--- src/epc_pkg.sv ---
// Purpose: shared constants and types of the extended port control block
// Assumes: registers are reached by word index, byte address is index * 4
// Notes:   register indices, field positions and reset values live here
package epc_pkg;

	// Register word indices
	localparam logic [10:0] IDX_DATA = 11'h000; // Data latch or command queue
	localparam logic [10:0] IDX_DCTL = 11'h002; // Port control lines
	localparam logic [10:0] IDX_FIFO = 11'h400; // Data queue or capability a
	localparam logic [10:0] IDX_CAPB = 11'h401; // Capability b
	localparam logic [10:0] IDX_XCTL = 11'h402; // Extended port control

	// Extended port control field positions
	localparam int XC_MODE_LSB = 5;
	localparam int XC_FLT      = 4;
	localparam int XC_DMA      = 3;
	localparam int XC_SVC      = 2;
	localparam int XC_FULL     = 1;
	localparam int XC_EMPTY    = 0;

	// Port control and capability b field positions
	localparam int DC_DIR      = 5;
	localparam int DC_STROBE   = 0;
	localparam int DC_AUTOFD   = 1;
	localparam int DC_INIT     = 2;
	localparam int DC_SELIN    = 3;
	localparam int CB_IRQ      = 6;

	// Fixed values and sizes
	localparam logic [7:0] CAP_A_VAL  = 8'h10; // Eight bit implementation
	localparam int         FIFO_DEPTH = 16;
	localparam int         THR_BITS   = 4;

	// Operating modes
	typedef enum logic [2:0] {
		EPC_M_SPP   = 3'h0,
		EPC_M_BIDIR = 3'h1,
		EPC_M_PFIFO = 3'h2,
		EPC_M_ECP   = 3'h3,
		EPC_M_EPP   = 3'h4,
		EPC_M_RSVD  = 3'h5,
		EPC_M_TEST  = 3'h6,
		EPC_M_CFG   = 3'h7
	} epc_mode_type;

	// Reset values
	localparam epc_mode_type MODE_RST = EPC_M_SPP;
	localparam logic       FLT_RST  = 1'b1;
	localparam logic       DMA_RST  = 1'b0;
	localparam logic       SVC_RST  = 1'b1;
	localparam logic [5:0] DCTL_RST = 6'h00;
	localparam logic [7:0] DATA_RST = 8'h00;

	// Queue entry: command tag plus byte
	typedef struct packed {
		logic       cmd;
		logic [7:0] data;
	} epc_qent_type;

	// Four control lines, all active low on the cable
	typedef struct packed {
		logic host_select_out_n;
		logic init_out_n;
		logic auto_feed_out_n;
		logic strobe_out_n;
	} epc_ctl_type;

endpackage

--- src/epc_ctrl.sv ---
// Purpose: extended control of a bidirectional parallel port
// Assumes: cable handshake engine and DMA pacing sit outside this block
// Notes:   registers on a classic Wishbone slave, byte address = index * 4
//
// Overview of operation
// - three-bit mode field selects operation
// - fault falling edge pulses interrupt when enabled in ECP mode
// - enabling in ECP mode with fault already low interrupts
// - DMA enable permits requests, clearing stops them
// - service flag set blocks DMA, service interrupts
// - hardware sets service flag, software clears
// - terminal count sets service flag under DMA
// - forward: free space threshold sets flag
// - reverse: fill threshold sets flag
// - full and empty read-only status bits
// - standard mode resets queue, open-collector controls
// - bidirectional mode tri-states data, reads pins
// - queue mode sends bytes with compatible handshake
// - ECP mode merges commands and data, packs input
// - EPP only when option set; 101 reserved
// - test mode: host access, never transmitted
// - configuration mode shows capability registers
// - entering queue or ECP mode starts transfer
// - mode changes only via 000/001; direction only in 001
// - leaving extended modes restores controls cleanly
// - commands forward only; reverse fills queue
// - modes 000, 010 always drive outward
//
// The implementer's own choice: the Wishbone slave port.
`timescale 1ns/100ps
module epc_ctrl #(
	parameter int ADR_W = 13,
	parameter int DEPTH = epc_pkg::FIFO_DEPTH,
	parameter int THR_W = epc_pkg::THR_BITS
) (
	input  wire logic                 clk,
	input  wire logic                 arst_n,
	input  wire logic                 wb_cyc,
	input  wire logic                 wb_stb,
	input  wire logic                 wb_we,
	input  wire logic [ADR_W-1:0]     wb_adr,
	input  wire logic [3:0]           wb_sel,
	input  wire logic [31:0]          wb_wdat,
	output logic      [31:0]          wb_rdat,
	output logic                      wb_ack,
	input  wire logic [THR_W-1:0]     tx_free_level,
	input  wire logic [THR_W-1:0]     rx_fill_level,
	input  wire logic                 chip_config_four,
	input  wire logic                 dma_tc,
	input  wire logic                 dma_ack,
	input  wire logic [7:0]           dma_wdat,
	output logic                      dma_req,
	output logic      [7:0]           dma_rdat,
	output logic                      tx_valid,
	input  wire logic                 tx_ready,
	output epc_pkg::epc_qent_type     tx_ent,
	input  wire logic                 rx_valid,
	output logic                      rx_ready,
	input  wire logic [7:0]           rx_data,
	input  wire epc_pkg::epc_ctl_type eng_ctl,
	input  wire logic                 peripheral_error_in_n,
	input  wire logic [7:0]           pd_i,
	output logic      [7:0]           pd_o,
	output logic                      pd_oe_n,
	output epc_pkg::epc_ctl_type      ctl_o,
	output epc_pkg::epc_ctl_type      ctl_oe_n,
	output epc_pkg::epc_mode_type     mode,
	output logic                      dir_in,
	output logic                      epp_active,
	output logic                      irq_pulse
);
	localparam int CW = $clog2(DEPTH+1);

	logic [1:0]            rst_sync_q;
	logic                  rst_n;
	logic                  ack_q;
	logic [7:0]            rdat_q;
	logic [7:0]            rdat_d;
	epc_pkg::epc_mode_type mode_q;
	epc_pkg::epc_mode_type new_mode;
	logic                  fault_en_n_q;
	logic                  dma_en_q;
	logic                  svc_q;
	logic [5:0]            dctl_q;
	logic [7:0]            data_q;
	logic                  flt_prev_q;
	logic                  irq_q;
	epc_pkg::epc_ctl_type  ctl_q;
	epc_pkg::epc_ctl_type  ctl_oe_q;
	epc_pkg::epc_ctl_type  ctl_d;
	logic                  req;
	logic [10:0]           idx;
	logic                  wr_fire;
	logic                  rd_fire;
	logic [7:0]            wd;
	logic                  mode_ok;
	logic                  dir_eff;
	logic                  fifo_mode;
	logic                  auto_tx;
	logic                  rx_mode;
	logic                  fault_fire;
	logic                  svc_cond;
	logic                  svc_hit;
	logic [CW-1:0]         tx_thr;
	logic [CW-1:0]         rx_thr;
	logic [CW-1:0]         free;
	logic                  host_push;
	logic                  cmd_push;
	logic                  dma_push;
	logic                  rx_push;
	logic                  q_push;
	epc_pkg::epc_qent_type q_in;
	logic                  q_pop;
	logic                  q_clr;
	epc_pkg::epc_qent_type q_head;
	logic                  q_full;
	logic                  q_empty;
	logic [CW-1:0]         q_count;

	// Threshold range must fit the queue
	if ((1 << THR_W) > DEPTH || ADR_W < 13) begin : g_chk
		$error("epc_ctrl threshold width or address width unsupported");
	end

	// Reset release through two flops
	always_ff @(posedge clk or negedge arst_n) begin
		if (!arst_n) begin
			rst_sync_q <= 2'b00;
		end else begin
			rst_sync_q <= {rst_sync_q[0], 1'b1};
		end
	end
	assign rst_n = rst_sync_q[1];

	// Bus decode; write and pop act on the acknowledged edge
	assign req     = wb_cyc & wb_stb;
	assign idx     = wb_adr[12:2];
	assign wd      = wb_wdat[7:0];
	assign wr_fire = req & wb_we & ack_q & wb_sel[0];
	assign rd_fire = req & ~wb_we & ack_q;

	// Mode helpers
	// forced outward
	assign dir_eff   = dctl_q[epc_pkg::DC_DIR] & ~(mode_q == epc_pkg::EPC_M_SPP
		| mode_q == epc_pkg::EPC_M_PFIFO);
	assign fifo_mode = (mode_q == epc_pkg::EPC_M_PFIFO)
		| (mode_q == epc_pkg::EPC_M_ECP) | (mode_q == epc_pkg::EPC_M_TEST);
	assign auto_tx   = ((mode_q == epc_pkg::EPC_M_PFIFO)
		| (mode_q == epc_pkg::EPC_M_ECP)) & ~dir_eff;
	assign rx_mode   = (mode_q == epc_pkg::EPC_M_ECP) & dir_eff;

	assign new_mode = epc_pkg::epc_mode_type'(wd[7:5]);
	assign mode_ok  = (mode_q == epc_pkg::EPC_M_SPP)
		| (mode_q == epc_pkg::EPC_M_BIDIR)
		| (new_mode == epc_pkg::EPC_M_SPP)
		| (new_mode == epc_pkg::EPC_M_BIDIR);

	// Wishbone acknowledge, one cycle per request
	always_ff @(posedge clk or negedge rst_n) begin
		if (!rst_n) begin
			ack_q <= 1'b0;
		end else begin
			ack_q <= req & ~ack_q;
		end
	end
	assign wb_ack  = ack_q;
	assign wb_rdat = {24'h000000, rdat_q};

	// Read data selection
	always_comb begin
		rdat_d = 8'h00;
		case (idx)
			epc_pkg::IDX_DATA: begin
				rdat_d = (mode_q == epc_pkg::EPC_M_BIDIR) ? pd_i : data_q;
			end
			epc_pkg::IDX_DCTL: begin
				rdat_d = {2'b00, dctl_q};
			end
			// capability a in place of queue
			epc_pkg::IDX_FIFO: begin
				if (mode_q == epc_pkg::EPC_M_CFG) begin
					rdat_d = epc_pkg::CAP_A_VAL;
				end else if (fifo_mode) begin
					rdat_d = q_head.data;
				end
			end
			epc_pkg::IDX_CAPB: begin
				if (mode_q == epc_pkg::EPC_M_CFG) begin
					rdat_d[epc_pkg::CB_IRQ] = irq_q;
				end
			end
			epc_pkg::IDX_XCTL: begin
				rdat_d = {mode_q, fault_en_n_q, dma_en_q, svc_q,
					q_full, q_empty};
			end
			default: begin
				rdat_d = 8'h00;
			end
		endcase
	end

	// Read data latched as the answer is given
	always_ff @(posedge clk or negedge rst_n) begin
		if (!rst_n) begin
			rdat_q <= 8'h00;
		end else if (req && !ack_q) begin
			rdat_q <= rdat_d;
		end
	end

	always_ff @(posedge clk or negedge rst_n) begin
		if (!rst_n) begin
			mode_q <= epc_pkg::MODE_RST;
		end else if (wr_fire && idx == epc_pkg::IDX_XCTL && mode_ok) begin
			mode_q <= new_mode;
		end
	end

	always_ff @(posedge clk or negedge rst_n) begin
		if (!rst_n) begin
			fault_en_n_q <= epc_pkg::FLT_RST;
			dma_en_q     <= epc_pkg::DMA_RST;
		end else if (wr_fire && idx == epc_pkg::IDX_XCTL) begin
			fault_en_n_q <= wd[epc_pkg::XC_FLT];
			dma_en_q     <= wd[epc_pkg::XC_DMA];
		end
	end

	// Service conditions
	assign tx_thr = CW'(tx_free_level) + CW'(1);
	assign rx_thr = CW'(rx_fill_level) + CW'(1);
	assign free   = CW'(DEPTH) - q_count;
	always_comb begin
		svc_hit = 1'b0;
		if (dma_en_q) begin
			svc_hit = dma_tc;
		end else if (dir_eff) begin
			svc_hit = (q_count >= rx_thr);
		end else begin
			svc_hit = (free >= tx_thr);
		end
	end
	assign svc_cond = ~svc_q & fifo_mode & svc_hit;

	always_ff @(posedge clk or negedge rst_n) begin
		if (!rst_n) begin
			svc_q <= epc_pkg::SVC_RST;
		end else if (svc_cond) begin
			svc_q <= 1'b1;
		end else if (wr_fire && idx == epc_pkg::IDX_XCTL) begin
			svc_q <= wd[epc_pkg::XC_SVC];
		end
	end

	// Previous fault level for edge detection
	always_ff @(posedge clk or negedge rst_n) begin
		if (!rst_n) begin
			flt_prev_q <= 1'b1;
		end else begin
			flt_prev_q <= peripheral_error_in_n;
		end
	end

	assign fault_fire = (mode_q == epc_pkg::EPC_M_ECP) & (
		(~fault_en_n_q & flt_prev_q & ~peripheral_error_in_n)
		| (wr_fire & (idx == epc_pkg::IDX_XCTL) & fault_en_n_q
		& ~wd[epc_pkg::XC_FLT] & ~peripheral_error_in_n));

	always_ff @(posedge clk or negedge rst_n) begin
		if (!rst_n) begin
			irq_q <= 1'b0;
		end else begin
			irq_q <= svc_cond | fault_fire;
		end
	end
	assign irq_pulse = irq_q;

	always_ff @(posedge clk or negedge rst_n) begin
		if (!rst_n) begin
			dctl_q <= epc_pkg::DCTL_RST;
		end else if (wr_fire && idx == epc_pkg::IDX_DCTL) begin
			dctl_q[4:0] <= wd[4:0];
			if (mode_q == epc_pkg::EPC_M_BIDIR) begin
				dctl_q[epc_pkg::DC_DIR] <= wd[epc_pkg::DC_DIR];
			end
		end
	end

	// Data latch in programmed modes
	always_ff @(posedge clk or negedge rst_n) begin
		if (!rst_n) begin
			data_q <= epc_pkg::DATA_RST;
		end else if (wr_fire && idx == epc_pkg::IDX_DATA
			&& (mode_q == epc_pkg::EPC_M_SPP
			|| mode_q == epc_pkg::EPC_M_BIDIR)) begin
			data_q <= wd;
		end
	end

	// host writes queue in queue modes
	assign host_push = wr_fire & (idx == epc_pkg::IDX_FIFO) & fifo_mode
		& ~rx_mode;
	assign cmd_push  = wr_fire & (idx == epc_pkg::IDX_DATA)
		& (mode_q == epc_pkg::EPC_M_ECP) & ~dir_eff;
	assign dma_push  = dma_ack & fifo_mode & ~dir_eff;
	assign rx_ready  = rx_mode & ~q_full;
	assign rx_push   = rx_valid & rx_ready;
	assign q_push    = host_push | cmd_push | dma_push | rx_push;

	// Entry selection, host first
	always_comb begin
		q_in.cmd  = cmd_push;
		q_in.data = rx_data;
		if (host_push || cmd_push) begin
			q_in.data = wd;
		end else if (dma_push) begin
			q_in.data = dma_wdat;
		end
	end

	assign tx_valid = auto_tx & ~q_empty;
	assign tx_ent   = q_head;
	assign q_pop    = (rd_fire & (idx == epc_pkg::IDX_FIFO) & fifo_mode)
		| (dma_ack & fifo_mode & dir_eff) | (tx_valid & tx_ready);
	// queue held empty in mode 000
	assign q_clr    = (mode_q == epc_pkg::EPC_M_SPP);

	assign dma_req  = dma_en_q & ~svc_q & fifo_mode
		& (dir_eff ? ~q_empty : ~q_full);
	assign dma_rdat = q_head.data;

	assign epp_active = (mode_q == epc_pkg::EPC_M_EPP) & chip_config_four;
	assign mode       = mode_q;
	assign dir_in     = dir_eff;
	assign pd_o       = data_q;
	assign pd_oe_n    = dir_eff;

	// Control line source per mode
	always_comb begin
		ctl_d.strobe_out_n      = ~dctl_q[epc_pkg::DC_STROBE];
		ctl_d.auto_feed_out_n   = ~dctl_q[epc_pkg::DC_AUTOFD];
		ctl_d.init_out_n        = dctl_q[epc_pkg::DC_INIT];
		ctl_d.host_select_out_n = ~dctl_q[epc_pkg::DC_SELIN];
		if (mode_q == epc_pkg::EPC_M_PFIFO || mode_q == epc_pkg::EPC_M_ECP) begin
			ctl_d = eng_ctl;
		end
	end

	always_ff @(posedge clk or negedge rst_n) begin
		if (!rst_n) begin
			ctl_q    <= '1;
			ctl_oe_q <= '1;
		end else begin
			ctl_q    <= ctl_d;
			ctl_oe_q <= (mode_q == epc_pkg::EPC_M_SPP) ? ctl_d : '0;
		end
	end
	assign ctl_o    = ctl_q;
	assign ctl_oe_n = ctl_oe_q;

	// Queue storage
	epc_fifo #(
		.WIDTH ($bits(epc_pkg::epc_qent_type)),
		.DEPTH (DEPTH)
	) u_fifo (
		.clk       (clk),
		.rst_n     (rst_n),
		.clr       (q_clr),
		.push      (q_push),
		.push_data (q_in),
		.pop       (q_pop),
		.head      (q_head),
		.full      (q_full),
		.empty     (q_empty),
		.count     (q_count)
	);
endmodule // epc_ctrl

--- src/epc_fifo.sv ---
// Purpose: byte queue between host, DMA and the cable handshake engine
// Assumes: one push and one pop source per cycle
// Notes:   push when full and pop when empty are ignored
`timescale 1ns/100ps
module epc_fifo #(
	parameter int WIDTH = 9,
	parameter int DEPTH = 16
) (
	input  wire logic                     clk,
	input  wire logic                     rst_n,
	input  wire logic                     clr,
	input  wire logic                     push,
	input  wire logic [WIDTH-1:0]         push_data,
	input  wire logic                     pop,
	output logic      [WIDTH-1:0]         head,
	output logic                          full,
	output logic                          empty,
	output logic      [$clog2(DEPTH+1)-1:0] count
);
	localparam int AW = $clog2(DEPTH);
	localparam int CW = $clog2(DEPTH+1);

	logic [WIDTH-1:0] mem_q [DEPTH];
	logic [AW-1:0]    wr_q;
	logic [AW-1:0]    rd_q;
	logic [CW-1:0]    cnt_q;
	logic             do_push;
	logic             do_pop;

	// Depth must be a power of two of at least two
	if (DEPTH < 2 || (DEPTH & (DEPTH - 1)) != 0) begin : g_chk
		$error("epc_fifo depth must be a power of two");
	end

	assign do_push = push & ~full;
	assign do_pop  = pop & ~empty;
	assign full    = (cnt_q == CW'(DEPTH));
	assign empty   = (cnt_q == '0);
	assign count   = cnt_q;
	assign head    = mem_q[rd_q];

	// Storage written at the tail
	always_ff @(posedge clk) begin
		if (do_push) begin
			mem_q[wr_q] <= push_data;
		end
	end

	// Pointers and fill count
	always_ff @(posedge clk or negedge rst_n) begin
		if (!rst_n) begin
			wr_q  <= '0;
			rd_q  <= '0;
			cnt_q <= '0;
		end else if (clr) begin
			wr_q  <= '0;
			rd_q  <= '0;
			cnt_q <= '0;
		end else begin
			if (do_push) begin
				wr_q <= wr_q + AW'(1);
			end
			if (do_pop) begin
				rd_q <= rd_q + AW'(1);
			end
			if (do_push && !do_pop) begin
				cnt_q <= cnt_q + CW'(1);
			end else if (do_pop && !do_push) begin
				cnt_q <= cnt_q - CW'(1);
			end
		end
	end

endmodule // epc_fifo

--- config.mk ---
export PLATFORM = sky130hd
export DESIGN_NAME = epc_ctrl
export DESIGN_NICKNAME = d
export VERILOG_FILES = /design/src/epc_pkg.sv /design/src/epc_ctrl.sv /design/src/epc_fifo.sv
export SDC_FILE = /design/constraint.sdc
export NUM_CORES = 1
export LEC_CHECK = 0
export ABC_AREA = 0
export BUFFER_PORTS_ARGS = -buffer_cell sky130_fd_sc_hd__buf_2
export CAP_MARGIN = 10
export CORE_MARGIN = 1.5
export CORE_UTILIZATION = 52
export CTS_BUF_LIST = sky130_fd_sc_hd__clkbuf_8 sky130_fd_sc_hd__clkbuf_16
export CTS_CLUSTER_DIAMETER = 150
export DETAILED_ROUTE_END_ITERATION = 8
export PLACE_DENSITY_LB_ADDON = 0.05
export SLEW_MARGIN = 15
export SYNTH_ARGS = -nofsm -noshare
export SYNTH_HDL_FRONTEND = slang
export SYNTH_SLANG_ARGS = --single-unit
--- constraint.sdc ---
create_clock -name clk -period 4.4 [get_ports clk]
set_input_delay 0 -clock clk [delete_from_list [all_inputs] [get_ports clk]]
set_output_delay 0 -clock clk [all_outputs]
set_load 0.05 [all_outputs]
==> impl_metrics.ini, run 1 <==
[status]
status = finished clean

[synth]
syn_area_um2 = 9360
ys_warn_count = 0
synth_edf_count = 144
synth_cells = 682
ys_ff_latch = 198
synth-seq-area-share = 0.608
avgSynthCellArea_um2 = 13.7
synth-async-reset-ratio = 0.273
synth.distinct_cells = 57
synth_ff_type = edfxtp_1

[cts]
cts.clk_slew.worst_paths_ps = 70
clk_latency_ps = 430
cts-resized-gates = 0
clock_sinks = 198
clock_tree.root_cell = clkbuf_16
cts_buffers = 17
htree_levels = 4
ctsHoldBuffers = 18
post_cts_buffers = 0
cts.path.max_buffers = 2
cts_tree = done

[route]
wirelength_um = 22800
vias = 6133
wl_per_cell_um = 21.5
drt_iter0_drc = 516
antenna_left = 0
drtPass1Iterations = 5
via_per_inst = 5.80
drc = 0

[timing]
hold_viol = 0
grt_setup_unrepaired = no
finClkSkew_ps = 8.13
setup_viol = 0
tns_ps = 0
maxSlewHeadroom = 0.265
whs_ps = 48.3
worstMarginPinSlew_ps = 1090
fmax_ghz = 0.270
post-route-min-period_ps = 3700
fin_crit_sh = 0.841
finalMaxSlewViolations = 0

[cells_and_area]
syn2layout_area_growth_pct = 16.4
layout-drive-gt1-share = 0.293
num-fill-cells = 1345
fin_nets = 941
final_cell_mix = 144 x edfxtp_1, 118 x buf_2, 47 x mux2i_1, 44 x nand2_1, 44 x o21ai_0
layout.cells.most_common = edfxtp_1
seq_area_um2 = 5690
multi_input_area_um2 = 3340
diodes = 0

[global_routing]
grt_max_degree = 53
grt-ovfl-total = 0
grt_use_met2 = 0.406
gr-max-usage-layer = met2
grt_pass1_wl_um = 34300
grt_usage = 0.254
grt_pass1_vias = 6081
met3_usage = 0.0500
antenna_found_initial = 0
met1_usage = 0.348

[setup_path]
arrival_ps = 4020
cp-start-kind = register
crit_fanout = 8
required_ps = 4720
cp-end-kind = register
crit_type = register to register

[die]
coreArea_um2 = 17400
io_pins = 172
start_util = 0.537
fp.dieW_um = 137
fp-row-count = 48
die_area_um2 = 18800
die_h_um = 137

[min_path]
hold_path_class = input pin to register

[power]
irDropWorstVdd_v = 0.000306
p_per_area_nw_per_um2 = 490
total_power_mw = 5.34
p_leak_nw = 4.22

[placement]
port_buffers = 118
place_congestion = 0.925
place_hpwl_um = 15900

[run]
maxCapViolCount = 0
[registers in the layout, summed over array words and instances, names as in the netlist, 2 cells and up]
| register | flops |
|---|---|
| ctl_o | 4 |
| ctl_oe_n | 4 |
| dctl_q | 6 |
| mode | 3 |
| pd_o | 8 |
| rdat_q | 8 |
| rst_sync_q | 2 |
| u_fifo.count | 5 |
| u_fifo.mem_q | 144 |
| u_fifo.rd_q | 4 |
| u_fifo.wr_q | 4 |
[final timing paths]
kind | start | to | slack, ps | cells after the start
max reg2reg | u_fifo.count[0] | u_fifo.count[4] | 700 | 14
min reg2reg | rst_sync_q[0] | rst_sync_q[1] | 360 | 0
min in group asynchronous | rst_sync_q[1] | u_fifo.count[2] | 390 | 1
max | u_fifo.count[0] | u_fifo.count[4] | 700 | 14
max in group asynchronous | rst_sync_q[1] | wb_ack | 3530 | 1
min | wb_adr[6] | rdat_q[3] | 50 | 4
[metal layers]
metal | up-vias | part of all wire
met3 | 33 | 0.057
li1 | 2786 | -
met2 | 209 | 0.49
met1 | 3105 | 0.43
met4 | 0 | 0.024
met5 | - | 0
[power breakdown]
group	leakage, nW	switching (mW)	total [mW]	internal (mW)
sequential	1.95	0.170	2.37	2.20
combinational	1.98	0.897	1.44	0.547
clock	0.292	0.708	1.52	0.814
[final cells by class]
type | count | share of cell area
sequential | 198 | 0.522
tap | 225 | 0.0258
multi-input combinational | 428 | 0.306
clock buffer | 18 | 0.0403
clock inverter | 14 | 0.0132
inverter | 16 | 0.00551
timing repair buffer | 159 | 0.0866
[synthesized netlist by cell type (2+ instances only)]
cell	n	area [µm²]
a221oi_1	14	123
nand4_1	5	31.3
and4_1	4	35.0
a21o_1	5	37.5
nand3b_1	2	15.0
o21ai_0	44	220
and2_1	13	81.3
nand3_1	13	65.1
clkbuf_1	18	67.6
dfrtp_1	43	1080
mux4_2	18	405
a211oi_1	3	22.5
nor2_1	32	120
buf_2	7	35.0
nor3b_1	2	15.0
nor2b_1	4	25.0
inv_1	16	60.1
xor2_1	8	70.1
nor3_1	9	45.0
nor4_4	2	42.5
nand2b_1	5	31.3
a21oi_1	23	115
nand2_1	44	165
a22oi_1	9	67.6
mux2i_1	47	470
ha_1	24	300
buf_1	5	18.8
dfstp_2	11	289
nor4_1	5	31.3
edfxtp_1	144	4320
and3_1	7	43.8
mux2_2	28	315
or3_1	2	12.5
conb_1	2	7.51
or2_2	3	18.8
or3b_1	2	17.5
xnor2_1	7	61.3
buf_4	33	248
[worst max-delay path: stages, from the launching register on]
cell      delay, ps
dfrtp_1         450
inv_1           140
ha_1            190
nor3b_1         330
ha_1            440
a211oi_2        100
nand2_1         160
a31oi_4         170
nand2b_1        290
fa_1            450
a21o_1          200
a21oi_1         180
nand3b_1        110
and3_1          190
o21ba_1         180
[metrics by stage]
| step | instance area [µm²] | cells | utilization | worst slack (ps) |
|---|---|---|---|---|
| 2_1_floorplan | 9450 | 705 | - | 564 |
| 3_3_place_gp | 10100 | 1008 | 0.582 | 875 |
| 3_5_place_dp | 10100 | 1008 | 0.582 | 753 |
| 4_1_cts | 10900 | 1058 | 0.625 | 714 |
| 5_1_grt | 10900 | 1058 | 0.626 | 447 |
| 6_report | 10900 | 1058 | 0.626 | 698 |
[cells by family after synthesis]
group | Yosys count | synth area share
mux | 93 | 0.127
simple gates | 158 | 0.0890
flops | 198 | 0.608
buf+inv | 79 | 0.0458
fa+ha+maj | 26 | 0.0353
xor+xnor | 16 | 0.0158
other cells | 2 | 0.000802
compound gates | 110 | 0.0782
No activity file was read; power rests on OpenSTA's default activity.
==> run 2, diff against run 1 <==
--- a/config.mk
+++ b/config.mk
@@ -5,11 +5,11 @@
 export SDC_FILE = /design/constraint.sdc
 export NUM_CORES = 1
 export LEC_CHECK = 0
-export ABC_AREA = 0
+export ABC_AREA = 1
 export BUFFER_PORTS_ARGS = -buffer_cell sky130_fd_sc_hd__buf_2
 export CAP_MARGIN = 10
 export CORE_MARGIN = 1.5
-export CORE_UTILIZATION = 52
+export CORE_UTILIZATION = 51
 export CTS_BUF_LIST = sky130_fd_sc_hd__clkbuf_8 sky130_fd_sc_hd__clkbuf_16
 export CTS_CLUSTER_DIAMETER = 150
 export DETAILED_ROUTE_END_ITERATION = 8
==> constraint.sdc (replaced) <==
create_clock -name clk -period 3.2 [get_ports clk]
set_input_delay 0 -clock clk [delete_from_list [all_inputs] [get_ports clk]]
set_output_delay 0 -clock clk [all_outputs]
set_load 0.05 [all_outputs]
==> run 2 against run 1 <==
Net effect:
- routed wire length rose by 6.4%
- register-to-register slack got worse by 470 ps
- clock skew rose by 2.3 ps
- design area rose by 2.1%
- critical path depth fell by 1
- hold slack got worse by 11 ps
- first-iteration DRC count fell by 2.7%
==> impl_metrics.ini, run 2 <==
[die]
die_area_um2 = 19600
fp.dieW_um = 140
start_util = 0.526
io_pins = 172
coreArea_um2 = 18200
die_h_um = 140
fp-row-count = 49

[timing]
grt_setup_unrepaired = no
finalMaxSlewViolations = 0
fmax_ghz = 0.337
setup_viol = 0
tns_ps = 0
post-route-min-period_ps = 2970
whs_ps = 37.6
worstMarginPinSlew_ps = 909
hold_viol = 0
finClkSkew_ps = 10.4
fin_crit_sh = 0.929
maxSlewHeadroom = 0.391

[power]
power.internal_mw = 3.92
irDropWorstVdd_v = 0.000366
swShare = 0.229
p_per_area_nw_per_um2 = 457
combPwrFrac = 0.044
p_seq_frac = 0.544
clock_power_share = 0.412
p_leak_nw = 4.70
switching_power_mw = 1.16

[setup_path]
rr_endpoint = u_fifo.mem_q[4][5]
crit_type = register to register
rr_startpoint = u_fifo.count[1]
rr_worst_depth = 13
cp-start-kind = register
cp-end-kind = register
rrSetupSlack_ps = 230
required_ps = 3260
arrival_ps = 3030
crit_fanout = 9

[synth]
syn_area_um2 = 9580
synth_cells = 934
yosys.area.top_type = edfxtp_1
synth_top_area_share = 0.451
synth_edf_count = 144
avgSynthCellArea_um2 = 10.3
synth-async-reset-ratio = 0.273
ys_ff_latch = 198
synth_area_leaders = edfxtp_1 45%, dfrtp_1 11%, nand2_1 7.3%
synth_common_cells = 186 x nand2_1, 144 x edfxtp_1, 98 x nor2_1, 95 x o21ai_0, 64 x inv_1
synth_ff_type = edfxtp_1
yosysMostFrequentCell = nand2_1
ys_warn_count = 0
synth-seq-area-share = 0.594
synth.distinct_cells = 51

[global_routing]
grt-ovfl-total = 0
grt_pass1_vias = 6660
grt_usage = 0.254
grt_max_degree = 49
antenna_found_initial = 0
grt_pass1_wl_um = 37200

[cts]
htree_levels = 4
cts_tree = done
clk_latency_ps = 430
cts.path.max_buffers = 2
cts_buffers = 17
post_cts_buffers = 0
clock_sinks = 198
clock_tree.root_cell = clkbuf_16
cts.clk_slew.worst_paths_ps = 80

[route]
drc = 0
drt_iter0_drc = 502
met1_length_um = 10800
highest_layer = met4
drtPass1Iterations = 5
antenna_left = 0
wl_met2_um = 11500
wl_per_cell_um = 18.5
wl_met3_um = 1640
wirelength_um = 24200
via_per_inst = 5.42
vias = 7113

[cells_and_area]
fin_cells = 1313
layout-drive-gt1-share = 0.221
layout.cells.most_common = nand2_1
diodes = 0
largest_reg_flops = 144
num-fill-cells = 1562
top_register = u_fifo.mem_q
fin_nets = 1193
multi_input_area_um2 = 3360
seq_area_um2 = 5690
final_cell_mix = 186 x nand2_1, 144 x edfxtp_1, 118 x buf_2, 87 x o21ai_0, 84 x nor2_1
syn2layout_area_growth_pct = 16.1

[min_path]
hold_path_end = rdat_q[6]
worstHoldStart = wb_adr[4]
hold_path_class = input pin to register
whs_path_depth = 5

[placement]
placedCellCount = 1264
place_hpwl_um = 16900
place_congestion = 0.865
port_buffers = 118

[run]
maxCapViolCount = 0

[status]
status = finished clean
==> run 2: cell types whose count changed in the layout (fill, tap and decap cells not counted), moves of 18 or more <==
cell,previous run,this run
nand2_1,44,186
nor2_1,32,84
inv_1,18,64
o21ai_0,44,87
mux2i_1,47,11
nand3_1,13,43
mux2_2,28,1
mux4_2,18,0
==> run 2: worst max-delay path, cell delays in order (launching register included) <==
cell     delay [ps]
dfrtp_1         450
inv_1            90
ha_1            220
nor3b_4         160
ha_1            250
inv_1           120
nand4_1         120
nand2_2          80
inv_2            40
nand3_4         100
nand2_4          60
inv_2            90
nand2_1         150
nor2_1          650
==> run 2: cell type report <==
type                       count  share of cell area
sequential                   198               0.512
multi-input combinational    625               0.302
timing repair buffer         158              0.0853
clock buffer                  17              0.0382
tap                          229              0.0258
inverter                      72              0.0244
clock inverter                14              0.0125
==> run 2: worst max-delay path by stage <==
stage,start,end,slack [ps],depth (start not counted)
after detailed placement,u_fifo.count[0],u_fifo.mem_q[12][6],110,13
after global placement,u_fifo.count[0],u_fifo.mem_q[13][4],220,13
final,u_fifo.count[1],u_fifo.mem_q[4][5],230,13
after global routing,u_fifo.count[0],u_fifo.count[4],20,17
after CTS,u_fifo.count[0],u_fifo.mem_q[12][8],80,13
after floorplan,u_fifo.count[0],dma_req,440,7
==> run 2: stage by stage <==
| stage | total power, mW | setup slack [ps] | instance area, µm² | utilization |
|---|---|---|---|---|
| 6_report | 5.08 | 229 | 11100 | 0.611 |
| 5_1_grt | 5.21 | 24.9 | 11100 | 0.611 |
| 4_1_cts | 5.10 | 83.7 | 11100 | 0.608 |
| 3_5_place_dp | 3.02 | 110 | 10300 | 0.567 |
| 3_3_place_gp | 3.02 | 221 | 10300 | 0.567 |
| 2_1_floorplan | 2.96 | 439 | 9670 | - |
==> run 2: cell families (layout without fill, tap and decap cells) <==
| family | Yosys count | after routing | share of synthesized area |
|---|---|---|---|
| xor gates and xnor gates | 8 | 8 | 0.00731 |
| AOI/OAI and AO/OA | 180 | 180 | 0.106 |
| buffers and inverters | 134 | 261 | 0.0708 |
| and+or+nand+nor | 375 | 375 | 0.175 |
| DFF | 198 | 198 | 0.594 |
| other | 2 | 25 | 0.000784 |
| muxes | 12 | 12 | 0.0127 |
| adders and majority gates | 25 | 25 | 0.0334 |
==> run 2: routing by layer <==
| metal | GRT usage | vias to the layer above |
|---|---|---|
| met4 | 0.0665 | 0 |
| met3 | 0.0421 | 22 |
| li1 | - | 3430 |
| met5 | 0 | - |
| met1 | 0.365 | 3414 |
| met2 | 0.405 | 247 |
==> run 2: repair_timing <==
item / CTS / global route
setup endpoints to repair: 0 / 129
hold buffers: 18 / 0
gates resized for setup: 0 / 18
hold endpoints to repair: 33 / 0
==> run 2: power groups by stage <==
| stage | registers [mW] | clock network, mW | logic (mW) |
|---|---|---|---|
| after CTS | 2.76 | 2.11 | 0.224 |
| after floorplan | 2.82 | 0 | 0.133 |
| after global placement | 2.82 | 0 | 0.205 |
| after detailed placement | 2.82 | 0 | 0.207 |
| after global routing | 2.76 | 2.21 | 0.246 |
| final | 2.76 | 2.09 | 0.225 |
